===== config.mk =====
export PLATFORM = sky130hd
export DESIGN_NAME = odi_input_detect
export DESIGN_NICKNAME = d
export VERILOG_FILES = /design/src/odi_input_detect.v
export VERILOG_INCLUDE_DIRS = /design/src
export SDC_FILE = /design/constraint.sdc
export NUM_CORES = 1
export LEC_CHECK = 0
export BUFFER_PORTS_ARGS = -buffer_cell sky130_fd_sc_hd__clkbuf_2
export CAP_MARGIN = 20
export CORE_UTILIZATION = 54
export CTS_CLUSTER_SIZE = 8
export DETAILED_ROUTE_END_ITERATION = 6
export PLACE_DENSITY = 0.76
export RECOVER_POWER = 50
export REMOVE_ABC_BUFFERS = 1
export SYNTH_ARGS = -nofsm -noshare
export SYNTH_HDL_FRONTEND = slang
export SYNTH_HIERARCHICAL = 1
export SYNTH_SLANG_ARGS = --single-unit

===== constraint.sdc =====
create_clock -name REF_CLK_I -period 2.4 [get_ports REF_CLK_I]
set_input_delay 0.36 -clock REF_CLK_I [delete_from_list [all_inputs] [get_ports REF_CLK_I]]
set_output_delay 0.36 -clock REF_CLK_I [all_outputs]
set_load 0.005 [all_outputs]

===== src/odi_regs.vh =====
// Register map, field layout, reset values and divider counts of the input detect block
`ifndef ODI_REGS_VH
`define ODI_REGS_VH

// ----------------------------------------------------------------
// Register byte offsets
// ----------------------------------------------------------------
`define ODI_OFS_CTRL_STATUS 8'h00
`define ODI_OFS_EVT_STATUS 8'h04
`define ODI_OFS_EVT_ENABLE 8'h08
`define ODI_OFS_EVT_CLEAR 8'h0C

// ----------------------------------------------------------------
// Control/status field positions
// ----------------------------------------------------------------
`define ODI_FLAG_LSB 12
`define ODI_FLAG_MSB 15
`define ODI_RSVD_LSB 9
`define ODI_RSVD_MSB 11
`define ODI_IRQ_EN_BIT 8
`define ODI_MODE_MSB 7
`define ODI_MODE_LSB 0

// ----------------------------------------------------------------
// Reset values
// ----------------------------------------------------------------
`define ODI_RST_FLAGS 4'h0
`define ODI_RST_IRQ_EN 1'h0
`define ODI_RST_MODES 8'h00
`define ODI_RST_EVT 4'h0

// ----------------------------------------------------------------
// Detection modes and sampling
// ----------------------------------------------------------------
`define ODI_MODE_EDGE 2'h0
`define ODI_MODE_DIV8 2'h1
`define ODI_MODE_DIV16 2'h2
`define ODI_MODE_DIV128 2'h3
`define ODI_DIV8_MASK 7'h07
`define ODI_DIV16_MASK 7'h0F
`define ODI_DIV128_MASK 7'h7F
`define ODI_LOW_SAMPLES 5'h10

// ----------------------------------------------------------------
// Bus answers
// ----------------------------------------------------------------
`define ODI_RESP_OKAY 2'h0
`define ODI_RESP_SLVERR 2'h2

`endif


===== src/odi_input_detect.v =====
// Request pin input detection with control/status register behind an AXI4-Lite slave
//
// Behaviour
// - One sticky flag per request pin, bits 15..12 for pins 3..0.
// - Each pin has its own two-bit mode field, pin3 7:6 down to pin0 1:0.
// - Flag clears only by writing 0 after reading it as 1.
// - Bits 11..9 are reserved, read as zero; software writes zero.
// - Enable bit 8 raises interrupt while any pin flag is set.
// - Mode 00 accepts a request on a falling pin edge.
// - Mode 01 samples at clock/8; sixteen consecutive low samples accept.
// - Mode 10 samples at clock/16, mode 11 at clock/128, same test.
// - Control/status register is 16 bits, readable and writable.
// - An accepted request forces the high-current pins to high impedance.
//
// Implementation choices: register access over AXI4-Lite and the placing of the registers.
`include "odi_regs.vh"

// ----------------------------------------------------------------
// Per-pin detector
// ----------------------------------------------------------------
module odi_pin_det (
    // Clock and reset
    input wire clk_i,
    input wire rst_b_i,
    // Pin and mode
    input wire pin_b_i,
    input wire [1:0] mode_i,
    // Sample enables
    input wire en8_i,
    input wire en16_i,
    input wire en128_i,
    // Result
    output wire det_o
);
    reg prev_q;
    reg [4:0] low_cnt_q;
    reg [4:0] low_cnt_d;
    reg sample_en;

    always @* begin
        case (mode_i)
            `ODI_MODE_DIV8: sample_en = en8_i;
            `ODI_MODE_DIV16: sample_en = en16_i;
            `ODI_MODE_DIV128: sample_en = en128_i;
            default: sample_en = 1'b0;
        endcase
    end

    // High samples restart the run; the count saturates so a held low stays accepted
    always @* begin
        low_cnt_d = low_cnt_q;
        if (mode_i == `ODI_MODE_EDGE) begin
            low_cnt_d = 5'h00;
        end else if (sample_en) begin
            if (pin_b_i) begin
                low_cnt_d = 5'h00;
            end else if (low_cnt_q != `ODI_LOW_SAMPLES) begin
                low_cnt_d = low_cnt_q + 5'h01;
            end
        end
    end

    always @(posedge clk_i or negedge rst_b_i) begin
        if (!rst_b_i) begin
            prev_q <= 1'b1;
            low_cnt_q <= 5'h00;
        end else begin
            prev_q <= pin_b_i;
            low_cnt_q <= low_cnt_d;
        end
    end

    assign det_o = (mode_i == `ODI_MODE_EDGE) ? (prev_q & ~pin_b_i) :
                   (low_cnt_q == `ODI_LOW_SAMPLES);
endmodule // odi_pin_det

// ----------------------------------------------------------------
// Top level
// ----------------------------------------------------------------
module odi_input_detect (
    // Clock and reset
    input wire REF_CLK_I,
    input wire RST_B_I,
    // Request pins, active low
    input wire [3:0] HIZ_REQ_PINS_B_I,
    // Results
    output wire HIZ_REQ_O,
    output wire IRQ_O,
    // AXI4-Lite write address
    input wire S_AXI_AWVALID_I,
    output wire S_AXI_AWREADY_O,
    input wire [7:0] S_AXI_AWADDR_I,
    input wire [2:0] S_AXI_AWPROT_I,
    // AXI4-Lite write data
    input wire S_AXI_WVALID_I,
    output wire S_AXI_WREADY_O,
    input wire [31:0] S_AXI_WDATA_I,
    input wire [3:0] S_AXI_WSTRB_I,
    // AXI4-Lite write response
    output wire S_AXI_BVALID_O,
    input wire S_AXI_BREADY_I,
    output wire [1:0] S_AXI_BRESP_O,
    // AXI4-Lite read address
    input wire S_AXI_ARVALID_I,
    output wire S_AXI_ARREADY_O,
    input wire [7:0] S_AXI_ARADDR_I,
    input wire [2:0] S_AXI_ARPROT_I,
    // AXI4-Lite read data
    output wire S_AXI_RVALID_O,
    input wire S_AXI_RREADY_I,
    output wire [31:0] S_AXI_RDATA_O,
    output wire [1:0] S_AXI_RRESP_O
);
    // ----------------------------------------------------------------
    // State
    // ----------------------------------------------------------------
    reg [6:0] div_cnt_q;
    reg [3:0] req_flag_q;
    reg [3:0] req_flag_d;
    reg [3:0] armed_q;
    reg [3:0] armed_d;
    reg request_irq_enable_q;
    reg [7:0] req_mode_q;
    reg [3:0] evt_q;
    reg [3:0] evt_d;
    reg [3:0] evt_en_q;
    reg irq_q;
    reg hiz_q;
    reg aw_hold_q;
    reg [7:0] awaddr_q;
    reg w_hold_q;
    reg [31:0] wdata_q;
    reg [3:0] wstrb_q;
    reg bvalid_q;
    reg [1:0] bresp_q;
    reg rvalid_q;
    reg [31:0] rdata_q;
    reg [1:0] rresp_q;
    reg [31:0] rd_mux;
    reg rd_ok;

    wire [3:0] det;
    wire en8 = (div_cnt_q & `ODI_DIV8_MASK) == `ODI_DIV8_MASK;
    wire en16 = (div_cnt_q & `ODI_DIV16_MASK) == `ODI_DIV16_MASK;
    wire en128 = (div_cnt_q & `ODI_DIV128_MASK) == `ODI_DIV128_MASK;

    // ----------------------------------------------------------------
    // Bus handshakes
    // ----------------------------------------------------------------
    wire aw_take = S_AXI_AWVALID_I & ~aw_hold_q & ~bvalid_q;
    wire w_take = S_AXI_WVALID_I & ~w_hold_q & ~bvalid_q;
    wire do_wr = aw_hold_q & w_hold_q;
    wire ar_take = S_AXI_ARVALID_I & ~rvalid_q;
    wire wr_ctrl = do_wr & (awaddr_q == `ODI_OFS_CTRL_STATUS);
    wire wr_en = do_wr & (awaddr_q == `ODI_OFS_EVT_ENABLE) & wstrb_q[0];
    wire wr_clr = do_wr & (awaddr_q == `ODI_OFS_EVT_CLEAR) & wstrb_q[0];
    wire wr_ok = (awaddr_q == `ODI_OFS_CTRL_STATUS) | (awaddr_q == `ODI_OFS_EVT_STATUS) |
                 (awaddr_q == `ODI_OFS_EVT_ENABLE) | (awaddr_q == `ODI_OFS_EVT_CLEAR);
    wire rd_ctrl = ar_take & (S_AXI_ARADDR_I == `ODI_OFS_CTRL_STATUS);

    assign S_AXI_AWREADY_O = ~aw_hold_q & ~bvalid_q;
    assign S_AXI_WREADY_O = ~w_hold_q & ~bvalid_q;
    assign S_AXI_BVALID_O = bvalid_q;
    assign S_AXI_BRESP_O = bresp_q;
    assign S_AXI_ARREADY_O = ~rvalid_q;
    assign S_AXI_RVALID_O = rvalid_q;
    assign S_AXI_RDATA_O = rdata_q;
    assign S_AXI_RRESP_O = rresp_q;
    assign HIZ_REQ_O = hiz_q;
    assign IRQ_O = irq_q;

    // ----------------------------------------------------------------
    // Detectors
    // ----------------------------------------------------------------
    genvar gi;
    generate
        for (gi = 0; gi < 4; gi = gi + 1) begin : g_pin
            odi_pin_det u_det (
                .clk_i(REF_CLK_I),
                .rst_b_i(RST_B_I),
                .pin_b_i(HIZ_REQ_PINS_B_I[gi]),
                .mode_i(req_mode_q[2*gi+1:2*gi]),
                .en8_i(en8),
                .en16_i(en16),
                .en128_i(en128),
                .det_o(det[gi])
            );
        end
    endgenerate

    // ----------------------------------------------------------------
    // Flags, arming and events
    // ----------------------------------------------------------------
    // A flag is armed when a read returns it as 1; any later write of byte 1
    // disarms, so a stale read cannot clear a flag set again afterwards.
    always @* begin
        armed_d = armed_q;
        if (rd_ctrl) begin
            armed_d = armed_q | req_flag_q;
        end
        if (wr_ctrl & wstrb_q[1]) begin
            armed_d = 4'h0;
        end
        req_flag_d = req_flag_q;
        if (wr_ctrl & wstrb_q[1]) begin
            // Ones written are ignored; only armed zeros clear
            req_flag_d = req_flag_q & ~(armed_q & ~wdata_q[`ODI_FLAG_MSB:`ODI_FLAG_LSB]);
        end
        req_flag_d = req_flag_d | det;
        evt_d = evt_q;
        if (wr_clr) begin
            evt_d = evt_q & ~wdata_q[3:0];
        end
        evt_d = evt_d | (det & ~req_flag_q);
    end

    always @(posedge REF_CLK_I or negedge RST_B_I) begin
        if (!RST_B_I) begin
            div_cnt_q <= 7'h00;
            req_flag_q <= `ODI_RST_FLAGS;
            armed_q <= 4'h0;
            request_irq_enable_q <= `ODI_RST_IRQ_EN;
            req_mode_q <= `ODI_RST_MODES;
            evt_q <= `ODI_RST_EVT;
            evt_en_q <= `ODI_RST_EVT;
            irq_q <= 1'b0;
            hiz_q <= 1'b0;
        end else begin
            div_cnt_q <= div_cnt_q + 7'h01;
            req_flag_q <= req_flag_d;
            armed_q <= armed_d;
            evt_q <= evt_d;
            if (wr_ctrl & wstrb_q[0]) begin
                req_mode_q <= wdata_q[`ODI_MODE_MSB:`ODI_MODE_LSB];
            end
            if (wr_ctrl & wstrb_q[1]) begin
                request_irq_enable_q <= wdata_q[`ODI_IRQ_EN_BIT];
            end
            if (wr_en) begin
                evt_en_q <= wdata_q[3:0];
            end
            irq_q <= (request_irq_enable_q & (|req_flag_q)) | (|(evt_q & evt_en_q));
            hiz_q <= |req_flag_q;
        end
    end

    // ----------------------------------------------------------------
    // Read mux
    // ----------------------------------------------------------------
    always @* begin
        rd_mux = 32'h00000000;
        rd_ok = 1'b1;
        case (S_AXI_ARADDR_I)
            `ODI_OFS_CTRL_STATUS: begin
                rd_mux[`ODI_FLAG_MSB:`ODI_FLAG_LSB] = req_flag_q;
                rd_mux[`ODI_RSVD_MSB:`ODI_RSVD_LSB] = 3'h0;
                rd_mux[`ODI_IRQ_EN_BIT] = request_irq_enable_q;
                rd_mux[`ODI_MODE_MSB:`ODI_MODE_LSB] = req_mode_q;
            end
            `ODI_OFS_EVT_STATUS: rd_mux[3:0] = evt_q;
            `ODI_OFS_EVT_ENABLE: rd_mux[3:0] = evt_en_q;
            `ODI_OFS_EVT_CLEAR: rd_mux = 32'h00000000;
            default: rd_ok = 1'b0;
        endcase
    end

    // ----------------------------------------------------------------
    // AXI4-Lite slave
    // ----------------------------------------------------------------
    always @(posedge REF_CLK_I or negedge RST_B_I) begin
        if (!RST_B_I) begin
            aw_hold_q <= 1'b0;
            awaddr_q <= 8'h00;
            w_hold_q <= 1'b0;
            wdata_q <= 32'h00000000;
            wstrb_q <= 4'h0;
            bvalid_q <= 1'b0;
            bresp_q <= `ODI_RESP_OKAY;
            rvalid_q <= 1'b0;
            rdata_q <= 32'h00000000;
            rresp_q <= `ODI_RESP_OKAY;
        end else begin
            if (aw_take) begin
                aw_hold_q <= 1'b1;
                awaddr_q <= S_AXI_AWADDR_I;
            end
            if (w_take) begin
                w_hold_q <= 1'b1;
                wdata_q <= S_AXI_WDATA_I;
                wstrb_q <= S_AXI_WSTRB_I;
            end
            if (do_wr) begin
                aw_hold_q <= 1'b0;
                w_hold_q <= 1'b0;
                bvalid_q <= 1'b1;
                bresp_q <= wr_ok ? `ODI_RESP_OKAY : `ODI_RESP_SLVERR;
            end else if (bvalid_q & S_AXI_BREADY_I) begin
                bvalid_q <= 1'b0;
            end
            if (ar_take) begin
                rvalid_q <= 1'b1;
                rdata_q <= rd_mux;
                rresp_q <= rd_ok ? `ODI_RESP_OKAY : `ODI_RESP_SLVERR;
            end else if (rvalid_q & S_AXI_RREADY_I) begin
                rvalid_q <= 1'b0;
            end
        end
    end
endmodule // odi_input_detect


==> flow_metrics.py <==
metrics = {
    "placed_design": {
        "gp_congestion": 0.795,
        "post-dp-hpwl_um": 7460,
        "io_buffers": 63,
    },
    "floorplanning": {
        "dieArea_mm2": 0.00955,
        "initial_core_util_pct": 56.2,
        "die_h_um": 97.7,
        "core_mm2": 0.00881,
        "row_count": 34,
        "ios": 112,
        "die_w_um": 97.7,
    },
    "synthesis": {
        "synth_cell_types": 47,
        "synth-edff-count": 0,
        "synth_seq_area_share_pct": 50.7,
        "ys.flop_type": "dfrtp_1",
        "yosys-mux-area-fraction_pct": 10.4,
        "synth_cells": 420,
        "yosys_warnings": 6,
        "synth_compound_area_share_pct": 15.3,
        "synth_seq_cells": 100,
        "synthArstFlopShare_pct": 100,
        "synth_simple_gate_area_share_pct": 12.9,
        "synth_area_mm2": 0.00495,
        "synth_fa_ha_area_share_pct": 2.53,
        "synth_top_family_by_area": "compound AO/OA/AOI/OAI gates",
        "avgSynthCellArea_um2": 11.8,
        "synthXorXnorAreaFrac_pct": 0.708,
    },
    "clocking": {
        "cts.repair.resized": 0,
        "cts_tree": "yes",
        "holdBufCountCts": 1,
        "numClockSinks": 100,
        "cts_buffers": 9,
        "clk_latency_ps": 370,
        "postCtsSetupRepairBufs": 0,
        "cts_htree_levels": 3,
        "clk_pin_slew_ps": 90,
        "cts_root_buffer": "clkbuf_8",
        "cts_buffer_depth": 2,
    },
    "route": {
        "drc": 18,
        "drt_wl_total_um": 10000,
        "dr.pass1.iters": 6,
        "drtAntennaViolNets": 0,
        "via_count": 3557,
        "avgViaCountPerCell": 5.92,
        "wire_per_inst_um": 16.7,
        "drt-initial-drc-count": 177,
    },
    "global_routing": {
        "antenna_found_initial": 0,
        "grt_pass1_vias": 3520,
        "grt_max_degree": 58,
        "grt.total_usage_pct": 22.6,
        "grt_pass1_wl_um": 17000,
        "grt_overflow": 0,
    },
    "sta": {
        "worst_slew_pin_slew_ps": 1010,
        "fin_crit_sh_pct": 89.4,
        "rsz0062_at_grt": "false",
        "min_period_ps": 2140,
        "finClkSkew_ps": 9.90,
        "max_slew_margin_pct": 32.9,
        "slew_violations": 0,
        "setup-violations-final": 0,
        "fmax_mhz": 466,
        "fin_setup_tns_ps": 0,
        "hold_viol": 0,
    },
    "setup_path": {
        "crit_path_top_delay_cell": "dfrtp_1",
        "critical_path.max_stage_delay_ps": 410,
        "crit_top_cell": "and3_1",
        "critPathCaptureType": "flop",
        "path_cells": "ha_1 -> and3_1 -> and3_1 -> and2_1 -> mux2i_2 -> a21o_1 -> o22ai_1",
        "crit_family": "simple AND/OR/NAND/NOR gates",
        "worst_setup_path_start_kind": "flop",
        "crit_arrival_ps": 2400,
        "path_buf_inv": 0,
        "crit_type": "flop to flop",
        "path_max_fanout": 5,
        "r2r_setup_slack_ps": 260,
        "crit_required_ps": 2650,
    },
    "power": {
        "seqPwrFrac_pct": 55.5,
        "power.switching_mw": 1.24,
        "comb_power_share_pct": 22.0,
        "total_power_mw": 4.08,
        "internal_power_mw": 2.84,
        "p_leak_nw": 2.49,
        "power_density_mw_per_mm2": 746,
        "irDropWorstVdd_v": 0.000460,
        "clkPwrFrac_pct": 22.5,
        "p_sw_share_pct": 30.4,
    },
    "min_path": {
        "hp-class": "primary input to flop",
    },
    "run_status": {
        "violations": "DRC",
        "status": "complete, but fails checks",
    },
    "final_layout": {
        "drive_above_1_share_pct": 28.4,
        "fill_cells": 711,
        "antenna_cells": 0,
        "area_delta_synth_final_pct": 10.3,
        "nets": 569,
    },
    "run": {
        "drv_cap": 0,
    },
}
power by group through the flow:
stage               clock network (mW)  registers (mW)  logic (mW)
CTS                              0.935            2.26       0.909
finish                           0.915            2.26       0.897
detailed placement                   0            2.29       0.906
global route                      1.01            2.31       0.998
global placement                     0            2.27       0.865
floorplan                            0            2.20       0.657
Yosys cell counts (all sizes together) (4+ instances only):
cell      n  share of area (%)
dfrtp    96                 49
mux2     36                8.5
inv      33                2.5
buf      28                4.5
o22ai    21                2.7
nand3    18                1.8
nor2     18                1.4
a221oi   16                3.8
o21ai    13                1.3
ha       10                2.5
nand4    10                1.3
a22o      9                1.6
mux2i     8                1.9
nor3b     8                1.6
or3       8                1.0
a21oi     7               0.71
nand2     7               0.53
a21o      6               0.91
clkbuf    6               0.46
nand4bb   5                1.1
nor4bb    5                1.0
a2bb2oi   4               0.71
a41oi     4               0.71
dfstp     4                2.1
nand3b    4               0.61
o21ba     4                1.3
o21bai    4               0.61
o31ai     4               0.61
final cells by class:
cell class              instances  area [µm²]  area share [%]
repair buffers                 73         397            7.26
clock buffers                  12         135            2.47
well taps                     108         135            2.47
flip-flops and latches        100        2510            45.9
clock inverters                 2        13.8           0.252
inverters                      33         124            2.27
multi-input cells             273        2150            39.3
registers in the layout (all words and copies together), names as in the netlist, 2 cells and up:
register	cells
wstrb_q	2
g_pin.u_det/prev_q	4
evt_q	4
wdata_q	13
S_AXI_RDATA_O	13
armed_q	4
g_pin.u_det/low_cnt_q	20
req_flag_q	4
div_cnt_q	7
evt_en_q	4
req_mode_q	8
awaddr_q	8
worst paths after layout:
path                                                to  cells after the start                start
max                        g_pin[3].u_det/low_cnt_q[1]                      7         div_cnt_q[0]
min in group asynchronous  g_pin[2].u_det/low_cnt_q[2]                      2              RST_B_I
min                              g_pin[1].u_det/prev_q                      1  HIZ_REQ_PINS_B_I[1]
max reg2reg                g_pin[3].u_det/low_cnt_q[1]                      7         div_cnt_q[0]
max in group asynchronous                req_mode_q[0]                      3              RST_B_I
min reg2reg                               div_cnt_q[0]                      1         div_cnt_q[0]
stage by stage:
| stage | area, µm² | setup WS (ps) | cells | util (%) | hold slack, ps |
|---|---|---|---|---|---|
| global placement | 5310 | 354 | 586 | 60.3 | 244 |
| global route | 5460 | 152 | 601 | 62.0 | 122 |
| finish | 5460 | 255 | 601 | 62.0 | 120 |
| CTS | 5470 | 272 | 601 | 62.1 | 94.9 |
| detailed placement | 5310 | 278 | 586 | 60.3 | 246 |
| floorplan | 4780 | 448 | 406 | - | 64.4 |
logic make-up (layout without fill, tap and decap cells):
| kind of cell | Yosys count | after routing |
|---|---|---|
| flops | 100 | 100 |
| mux | 44 | 44 |
| xor+xnor | 4 | 4 |
| buf+inv | 67 | 120 |
| fa+ha+maj | 10 | 10 |
| simple gates | 100 | 100 |
| other cells | 1 | 21 |
| compound gates | 94 | 94 |
routing by layer:
| metal | part of all wire, % | global-route usage [%] | wire [µm] |
|---|---|---|---|
| met5 | 0 | 0 | 0 |
| met4 | 1.9 | 9.44 | 187 |
| met3 | 4.7 | 4.01 | 476 |
| met2 | 48 | 37.4 | 4870 |
| met1 | 45 | 29.7 | 4510 |
layout by cell type, fill, tap and decap left out, drive strengths merged, types with 13 or more instances in the layout:
master / Yosys / final
conb: 1 / 21
o21ai: 13 / 13
clkbuf: 6 / 76
inv: 33 / 33
o22ai: 21 / 21
nor2: 18 / 18
dfrtp: 96 / 96
nand3: 18 / 18
mux2: 36 / 36
a221oi: 16 / 16
Note: power is estimated with default switching activity, not from simulation.
